## src/hdl/guard_timer_pkg.sv

```systemverilog
// Purpose: shared constants for the counter array guard timer
// Assumes: one 50 MHz clock, counting advances on counter array ticks
// Notes: timeout is 2**(BASE + select) ticks of the counter array source

package guard_timer_pkg;

  // system clock rate, used only to document timing figures
  localparam int unsigned CLK_HZ = 50_000_000;

  // guard timer count width and timeout select width
  localparam int unsigned CNT_W = 16;
  localparam int unsigned SEL_W = 3;

  // smallest timeout is 2**BASE_SHIFT ticks; select adds to the exponent
  localparam logic [4:0] BASE_SHIFT = 5'h09;

  // after any reset: longest interval, timer enabled
  localparam logic [SEL_W-1:0] SEL_RESET = 3'h7;
  localparam logic             ENABLE_RESET = 1'h1;

  // cycles the device stays in its reset state after the last cause drops
  localparam int unsigned HOLD_W = 8;
  localparam logic [HOLD_W-1:0] HOLD_CYCLES = 8'h10;

  // idle level of the active-low reset pin, also the synchroniser's reset value
  localparam logic PIN_IDLE = 1'h1;

endpackage : guard_timer_pkg

```

## src/hdl/guard_timer_if.sv

```systemverilog
// Purpose: carries control and status between the guard timer shell and its counter
// Assumes: both ends sit on the same clock
// Notes: ctrl is the shell, core is the counter

`timescale 1ns/1ps

interface guard_timer_if;
  import guard_timer_pkg::*;

  logic                 ce;        // clock enable, freezes the counter
  logic                 tick;      // counter array clock source tick
  logic                 enable;    // timer counting allowed
  logic [SEL_W-1:0]     sel;       // timeout select
  logic                 restart;   // software restart pulse
  logic                 init;      // device held in reset
  logic                 overflow;  // one-cycle overflow pulse

  modport ctrl (output ce, tick, enable, sel, restart, init, input overflow);
  modport core (input ce, tick, enable, sel, restart, init, output overflow);
endinterface : guard_timer_if

```

## src/hdl/guard_timer_core.sv

```systemverilog
// Purpose: guard timer count and overflow detection
// Assumes: tick comes from the counter array clock selection, same clock domain
// Notes: overflow is a registered one-cycle pulse

`timescale 1ns/1ps

module guard_timer_core
  import guard_timer_pkg::*;
(
  // clock and reset
  input  wire logic   clk,
  input  wire logic   rst_n,
  // link to the shell
  guard_timer_if.core gt
);

  logic [CNT_W-1:0] count_reg;    // ticks since last restart
  logic [CNT_W-1:0] count_next;
  logic             ovf_reg;      // overflow pulse
  logic             ovf_next;
  logic [CNT_W:0]   span;         // timeout length in ticks
  logic [CNT_W-1:0] term;         // last count before overflow

  // terminal count from the programmed select
  always_comb begin
    span = {{CNT_W{1'b0}}, 1'b1} << (BASE_SHIFT + {2'h0, gt.sel});
    term = CNT_W'(span - {{CNT_W{1'b0}}, 1'b1});
  end

  // next count: cleared by restart, reset or disable; advanced on ticks only
  always_comb begin
    count_next = count_reg;
    ovf_next   = 1'b0;
    if (gt.init || gt.restart || !gt.enable) begin
      // restart only zeroes the count, select and enable live in the shell
      count_next = '0;
    end else if (gt.tick) begin
      if (count_reg == term) begin
        count_next = '0;
        ovf_next   = 1'b1;
      end else begin
        count_next = count_reg + CNT_W'(1);
      end
    end
  end

  // register the count; ce low freezes it
  always_ff @(posedge clk or negedge rst_n) begin
    if (!rst_n) begin
      count_reg <= '0;
      ovf_reg   <= 1'b0;
    end else if (gt.ce) begin
      count_reg <= count_next;
      ovf_reg   <= ovf_next;
    end
  end

  assign gt.overflow = ovf_reg;

endmodule : guard_timer_core

```

## src/hdl/counter_array_watchdog.sv

```systemverilog
// Purpose: guard timer of the counter array, with the device reset sequencer around it
// Assumes: software controls arrive as same-clock strobes; reset pin is asynchronous
// Notes: no register bus; control bits are plain ports

`timescale 1ns/1ps

module counter_array_watchdog
  import guard_timer_pkg::*;
(
  // clock, reset, clock enable
  input  wire logic             clk,
  input  wire logic             rst_n,
  input  wire logic             ce,
  // counter array clock source
  input  wire logic             array_tick,
  // software controls, same clock, one-cycle strobes
  input  wire logic             sw_restart,
  input  wire logic             sw_disable,
  input  wire logic             sw_enable,
  input  wire logic             sw_sel_wr,
  input  wire logic [SEL_W-1:0] sw_sel,
  input  wire logic             sw_cause_clr,
  // external reset pin, active low, open drain
  input  wire logic             reset_pin_low_in,
  output logic                  reset_pin_low_out,
  output logic                  reset_pin_low_oe,
  // device-side effects of the reset state
  output logic                  sys_reset,
  output logic                  core_halt,
  output logic                  ram_write_block,
  // status
  output logic                  wd_running,
  output logic [SEL_W-1:0]      wd_sel,
  output logic                  wd_reset_seen
);

  typedef enum logic {RUN_ST, HOLD_ST} seq_state_type;

  guard_timer_if gt ();

  // ---------------------------------------------------------------
  // reset pin synchroniser: three stages, s1 feeds only s2
  // ---------------------------------------------------------------
  logic pin_s1_reg;      // first stage, metastability catch
  logic pin_s2_reg;      // second stage
  logic pin_s3_reg;      // third stage
  logic pin_lvl_reg;     // accepted pin level
  logic pin_s1_next;
  logic pin_s2_next;
  logic pin_s3_next;
  logic pin_lvl_next;

  // accept a change only once stages two and three agree
  always_comb begin
    pin_s1_next  = reset_pin_low_in;
    pin_s2_next  = pin_s1_reg;
    pin_s3_next  = pin_s2_reg;
    pin_lvl_next = pin_lvl_reg;
    if (pin_s2_reg == pin_s3_reg) begin
      pin_lvl_next = pin_s3_reg;
    end
  end

  // idle level is high so the pin does not look asserted out of reset
  always_ff @(posedge clk or negedge rst_n) begin
    if (!rst_n) begin
      pin_s1_reg  <= PIN_IDLE;
      pin_s2_reg  <= PIN_IDLE;
      pin_s3_reg  <= PIN_IDLE;
      pin_lvl_reg <= PIN_IDLE;
    end else if (ce) begin
      pin_s1_reg  <= pin_s1_next;
      pin_s2_reg  <= pin_s2_next;
      pin_s3_reg  <= pin_s3_next;
      pin_lvl_reg <= pin_lvl_next;
    end
  end

  // ---------------------------------------------------------------
  // reset sequencer
  // ---------------------------------------------------------------
  seq_state_type     state_reg;    // running or held in reset
  seq_state_type     state_next;
  logic [HOLD_W-1:0] hold_reg;     // cycles left in reset state
  logic [HOLD_W-1:0] hold_next;
  logic              cause_reg;    // last reset came from the timer
  logic              cause_next;
  logic              pin_req;      // reset pin asserted

  assign pin_req = !pin_lvl_reg;

  // overflow or pin enters reset; leave after the hold count runs out
  always_comb begin
    state_next = state_reg;
    hold_next  = hold_reg;
    cause_next = cause_reg;
    if (state_reg == RUN_ST && sw_cause_clr) begin
      cause_next = 1'b0;
    end
    if (pin_req) begin
      cause_next = 1'b0;
    end
    // set wins over both clears in the same cycle
    if (gt.overflow) begin
      cause_next = 1'b1;
    end
    unique case (state_reg)
      RUN_ST: begin
        if (gt.overflow || pin_req) begin
          state_next = HOLD_ST;
          hold_next  = HOLD_CYCLES;
        end
      end
      HOLD_ST: begin
        if (pin_req) begin
          // pin still low: stretch the reset
          hold_next = HOLD_CYCLES;
        end else if (hold_reg == HOLD_W'(1)) begin
          state_next = RUN_ST;
          hold_next  = '0;
        end else begin
          hold_next = hold_reg - HOLD_W'(1);
        end
      end
    endcase
  end

  // power-up counts as a reset, so start in the hold state
  always_ff @(posedge clk or negedge rst_n) begin
    if (!rst_n) begin
      state_reg <= HOLD_ST;
      hold_reg  <= HOLD_CYCLES;
      cause_reg <= 1'b0;
    end else if (ce) begin
      state_reg <= state_next;
      hold_reg  <= hold_next;
      cause_reg <= cause_next;
    end
  end

  // ---------------------------------------------------------------
  // timer configuration held for software
  // ---------------------------------------------------------------
  logic             en_reg;    // timer enabled
  logic             en_next;
  logic [SEL_W-1:0] sel_reg;   // timeout select
  logic [SEL_W-1:0] sel_next;

  // software writes are ignored while the core is halted
  always_comb begin
    en_next  = en_reg;
    sel_next = sel_reg;
    if (state_reg == HOLD_ST) begin
      en_next  = ENABLE_RESET;
      sel_next = SEL_RESET;
    end else begin
      if (sw_disable) begin
        en_next = 1'b0;
      end else if (sw_enable) begin
        en_next = 1'b1;
      end
      if (sw_sel_wr) begin
        sel_next = sw_sel;
      end
    end
  end

  always_ff @(posedge clk or negedge rst_n) begin
    if (!rst_n) begin
      en_reg  <= ENABLE_RESET;
      sel_reg <= SEL_RESET;
    end else if (ce) begin
      en_reg  <= en_next;
      sel_reg <= sel_next;
    end
  end

  // ---------------------------------------------------------------
  // timer counter
  // ---------------------------------------------------------------
  assign gt.ce      = ce;
  assign gt.tick    = array_tick;
  assign gt.enable  = en_reg;
  assign gt.sel     = sel_reg;
  // restart is honoured only while the core runs; software must keep it coming
  assign gt.restart = sw_restart && (state_reg == RUN_ST);
  assign gt.init    = (state_reg == HOLD_ST);

  guard_timer_core u_core (
    .clk   (clk),
    .rst_n (rst_n),
    .gt    (gt)
  );

  // ---------------------------------------------------------------
  // registered outputs
  // ---------------------------------------------------------------
  logic out_rst_reg;    // device reset state
  logic out_rst_next;

  // outputs follow the next state so they line up with the state register
  always_comb begin
    out_rst_next = (state_next == HOLD_ST);
  end

  always_ff @(posedge clk or negedge rst_n) begin
    if (!rst_n) begin
      out_rst_reg <= 1'b1;
    end else if (ce) begin
      out_rst_reg <= out_rst_next;
    end
  end

  assign sys_reset       = out_rst_reg;
  assign core_halt       = out_rst_reg;
  // writes blocked in reset so stored data survives it
  assign ram_write_block = out_rst_reg;
  assign wd_running      = en_reg;
  assign wd_sel          = sel_reg;
  assign wd_reset_seen   = cause_reg;

  // pin driver registers stay released; a timer reset leaves the pin alone
  logic pin_oe_reg;
  logic pin_out_reg;

  always_ff @(posedge clk or negedge rst_n) begin
    if (!rst_n) begin
      pin_oe_reg  <= 1'b0;
      pin_out_reg <= 1'b0;
    end else if (ce) begin
      pin_oe_reg  <= 1'b0;
      pin_out_reg <= 1'b0;
    end
  end

  assign reset_pin_low_oe  = pin_oe_reg;
  assign reset_pin_low_out = pin_out_reg;

endmodule : counter_array_watchdog

```

## config.mk

```make
export PLATFORM = sky130hd
export DESIGN_NAME = counter_array_watchdog
export DESIGN_NICKNAME = d
export VERILOG_FILES = /design/src/hdl/guard_timer_pkg.sv /design/src/hdl/guard_timer_if.sv /design/src/hdl/guard_timer_core.sv /design/src/hdl/counter_array_watchdog.sv
export SDC_FILE = /design/constraint.sdc
export NUM_CORES = 1
export LEC_CHECK = 0
export BUFFER_PORTS_ARGS = -buffer_cell sky130_fd_sc_hd__buf_2
export CELL_PAD_IN_SITES_DETAIL_PLACEMENT = 0
export CELL_PAD_IN_SITES_GLOBAL_PLACEMENT = 1
export CORE_MARGIN = 3
export CORE_UTILIZATION = 42
export CTS_BUF_LIST = sky130_fd_sc_hd__clkbuf_8
export DETAILED_ROUTE_END_ITERATION = 6
export HOLD_SLACK_MARGIN = 0.15
export PLACE_DENSITY_LB_ADDON = 0.1
export SLEW_MARGIN = 30
export SYNTH_ARGS = -nofsm -noshare
export SYNTH_HDL_FRONTEND = slang
export SYNTH_SLANG_ARGS = --single-unit
```

## constraint.sdc

```tcl
create_clock -name clk -period 2.6 [get_ports clk]
set_input_delay 0.13 -clock clk [delete_from_list [all_inputs] [get_ports clk]]
set_output_delay 0.13 -clock clk [all_outputs]
set_load 0.01 [all_outputs]
```

==> run metrics <==
register area=888 um2; Ys Warns=0; clk slew on worst S/H paths=70 ps; Global Route Usage Sum=17.5%; final worst slack=27.9 ps; first-pass GRT wire length=8.75 mm; P_leak=0.00118 uW; drt first-iter violations=91; post-synthesis cell count=266; Mean Syn Cell Area=8.53 um2; Peak supply drop=0.449 mV; CORE AREA=0.00517 mm2; Clock Power Share=37.5%; Main synth FF type=dfrtp_1; area grow syn2layout=21.9%; Layout fillers=490; Worst-Skew Late Latency=290 ps; EDFF count, synth=0; DRC=0; Max-slew headroom=46.2%; highest clock rate=389 MHz; Routed wire per std cell=13.6 um; post-synthesis cell area=0.00227 mm2; Net Sw Frac=27.5%; unrepaired setup endpoints after global routing=yes; clock tree buffer depth=2; Least-Margin Pin Slew=807 ps; PortBufs=20; Die X=79.5 um; Synth area leader=dfrtp_1; Clock Sinks=35; H-tree Lvls=2; period utilization=98.9%; fraction of registers with async set/reset=100%; Flop pwr share=42.8%; count of cell types in the netlist=48; share of cells above drive strength 1=26.5%; critical path class=reg2reg; Layout Nets=316; status=finished, final reports clean; vias in the first global route=1876; final setup violation count=0; Largest register FFs=16; Die Y=79.5 um; max-cap violations=0; GR Overflow Total=0; CTS Buf Count=5; Routed WL=5.01 mm; die area=0.00632 mm2; Multi-input gate area=0.00131 mm2; num ports=23; Critical Path RT=2780 ps; NetSw=430 uW; Worst Setup End Kind=register; CP arrival=2750 ps; GP Congestion=0.805; Worst setup SP type=register; clock root cell=clkbuf_8; Initial Util=43.9%; Vias=1911; overall power=1570 uW; initial antenna violation count=0; Vias/cell=5.19; ant diodes=0; synthesized flop and latch total=35; Setup TNS=0 ps; largest net degree at the start of global routing=36; CTS tree=yes; worst-path maximum fanout=22; Clock Skews=5.11 ps; post-detail-place hpwl=3.67 mm; post-route ant nets=0; dominant cells by area after synthesis=dfrtp_1 (28%), dfstp_2 (12%), nand3_1 (5.5%); Worst Hold Class=in2reg; pre-CTS setup slack=19.6 ps; Seq/Total Area, Yosys=39.1%; min Tclk post-route=2570 ps; Int Power=1140 uW; combinational power share=19.6%; row count=26; final hold vios=0; Pre-Repair DR Iteration Count=4; worst hold slack=224 ps; max-slew violations=0; power density over the cells=566 mW/mm2; share of the synthesized area in the top cell type=27.6%
-- cell families after synthesis --
logic type | count (synthesis) | share of synthesized area, %
AND/OR/NAND/NOR | 119 | 27.0
AO/OA/AOI/OAI | 65 | 19.4
flip-flops | 35 | 39.1
buffers and inverters | 31 | 7.06
adder cells (fa/ha/maj) | 6 | 3.31
multiplexers | 5 | 2.43
XOR/XNOR | 4 | 1.54
other | 1 | 0.165
-- path summary, 6_finish.rpt --
| kind | start | to | slack (ps) | depth (start not counted) |
|---|---|---|---|---|
| worst max-delay path | wd_sel[1]$_DFFE_PN1P_ | u_core.count_reg[0]$_DFFE_PN0P_ | 30 | 9 |
| worst min-delay path | sw_enable | wd_running$_DFFE_PN1P_ | 220 | 4 |
| worst max register to register | wd_sel[1]$_DFFE_PN1P_ | u_core.count_reg[0]$_DFFE_PN0P_ | 30 | 9 |
| worst min register to register | hold_reg[7]$_DFFE_PN0P_ | hold_reg[7]$_DFFE_PN0P_ | 480 | 1 |
| max in group asynchronous | rst_n | u_core.count_reg[9]$_DFFE_PN0P_ | 1620 | 2 |
| min in group asynchronous | rst_n | u_core.count_reg[2]$_DFFE_PN0P_ | 470 | 2 |
-- power groups by stage --
stage / combinational, uW / clock [uW] / sequential (uW)
2_1_floorplan: 237 / 0 / 667
5_1_grt: 360 / 627 / 681
3_5_place_dp: 303 / 0 / 679
6_report: 308 / 588 / 671
4_1_cts: 310 / 606 / 671
3_3_place_gp: 301 / 0 / 680
-- through the flow --
step / util (%) / instances / cell area [um2]
after detailed placement: 49.2 / 353 / 2540
final: 53.5 / 368 / 2770
after global routing: 53.5 / 368 / 2770
after floorplan: - / 267 / 2340
after global placement: 49.2 / 353 / 2540
after CTS: 53.0 / 367 / 2740
-- synthesized netlist by cell type, drive strengths merged (3+ instances only) --
master,n
nand2,33
dfrtp,25
nand3,25
nor2,24
o21ai,23
a21oi,16
inv,12
buf,10
dfstp,10
clkbuf,9
ha,6
nand2b,6
nor3,6
a31oi,4
mux2,4
o22a,4
or2,4
and3,3
nor3b,3
nor4,3
o21a,3
o31ai,3
-- area by class of cell --
class	instances	share of cell area, %
multi-input cells	201	47.2
flip-flops and latches	35	32.1
repair buffers	42	11.0
well taps	70	3.16
clock buffers	5	2.49
clock inverters	3	2.44
inverters	12	1.63
-- cells in the final DEF (no fill, tap or decap), types with 2 or more instances in the layout --
master and count:
ha_1 3, buf_4 14, a21oi_2 2, a21oi_1 14
nand3b_1 2, buf_12 2, buf_2 20, bufinv_16 2
o211ai_1 2, inv_1 12, o22a_1 4, xor2_1 2
nor3b_2 2, dlygate4sd3_1 6, nor3_1 6, nor2_1 24
xnor2_1 2, clkbuf_8 5, nor4b_2 2, ha_4 3
a211oi_1 2, nand2b_1 6, nand3_1 25, nand2_1 33
mux2_2 4, nor4_1 2, and3_1 3, o21a_1 3
or2_2 4, dfstp_2 10, conb_1 2, a22o_1 2
dfrtp_1 25, o31ai_1 3, a31oi_1 3, o21ai_0 22
nand4_1 2
-- metal layers --
layer | track usage (%) | up-vias | wire, um
li1 | - | 992 | -
met1 | 22.4 | 903 | 2460
met2 | 30.3 | 14 | 2410
met3 | 3.39 | 2 | 125
met4 | 4.12 | 0 | 14
met5 | 0 | - | 0
-- worst max-delay path, stage by stage (launching register included) --
cell and delay, ps:
dfstp_2 540, and2_4 190, ha_4 230, nor4_4 280, xor2_1 200, xnor2_1 140, a2111oi_4 300, a31oi_4 160
buf_12 180, mux2_2 260
-- what timing repair did --
item,4_1_cts,5_1_grt
buffers inserted,0,1
endpoints found under the hold margin,30,0
hold buffers,6,0
setup endpoints to repair,0,11
resized for setup,0,4
(Power assumes the default switching activity.)
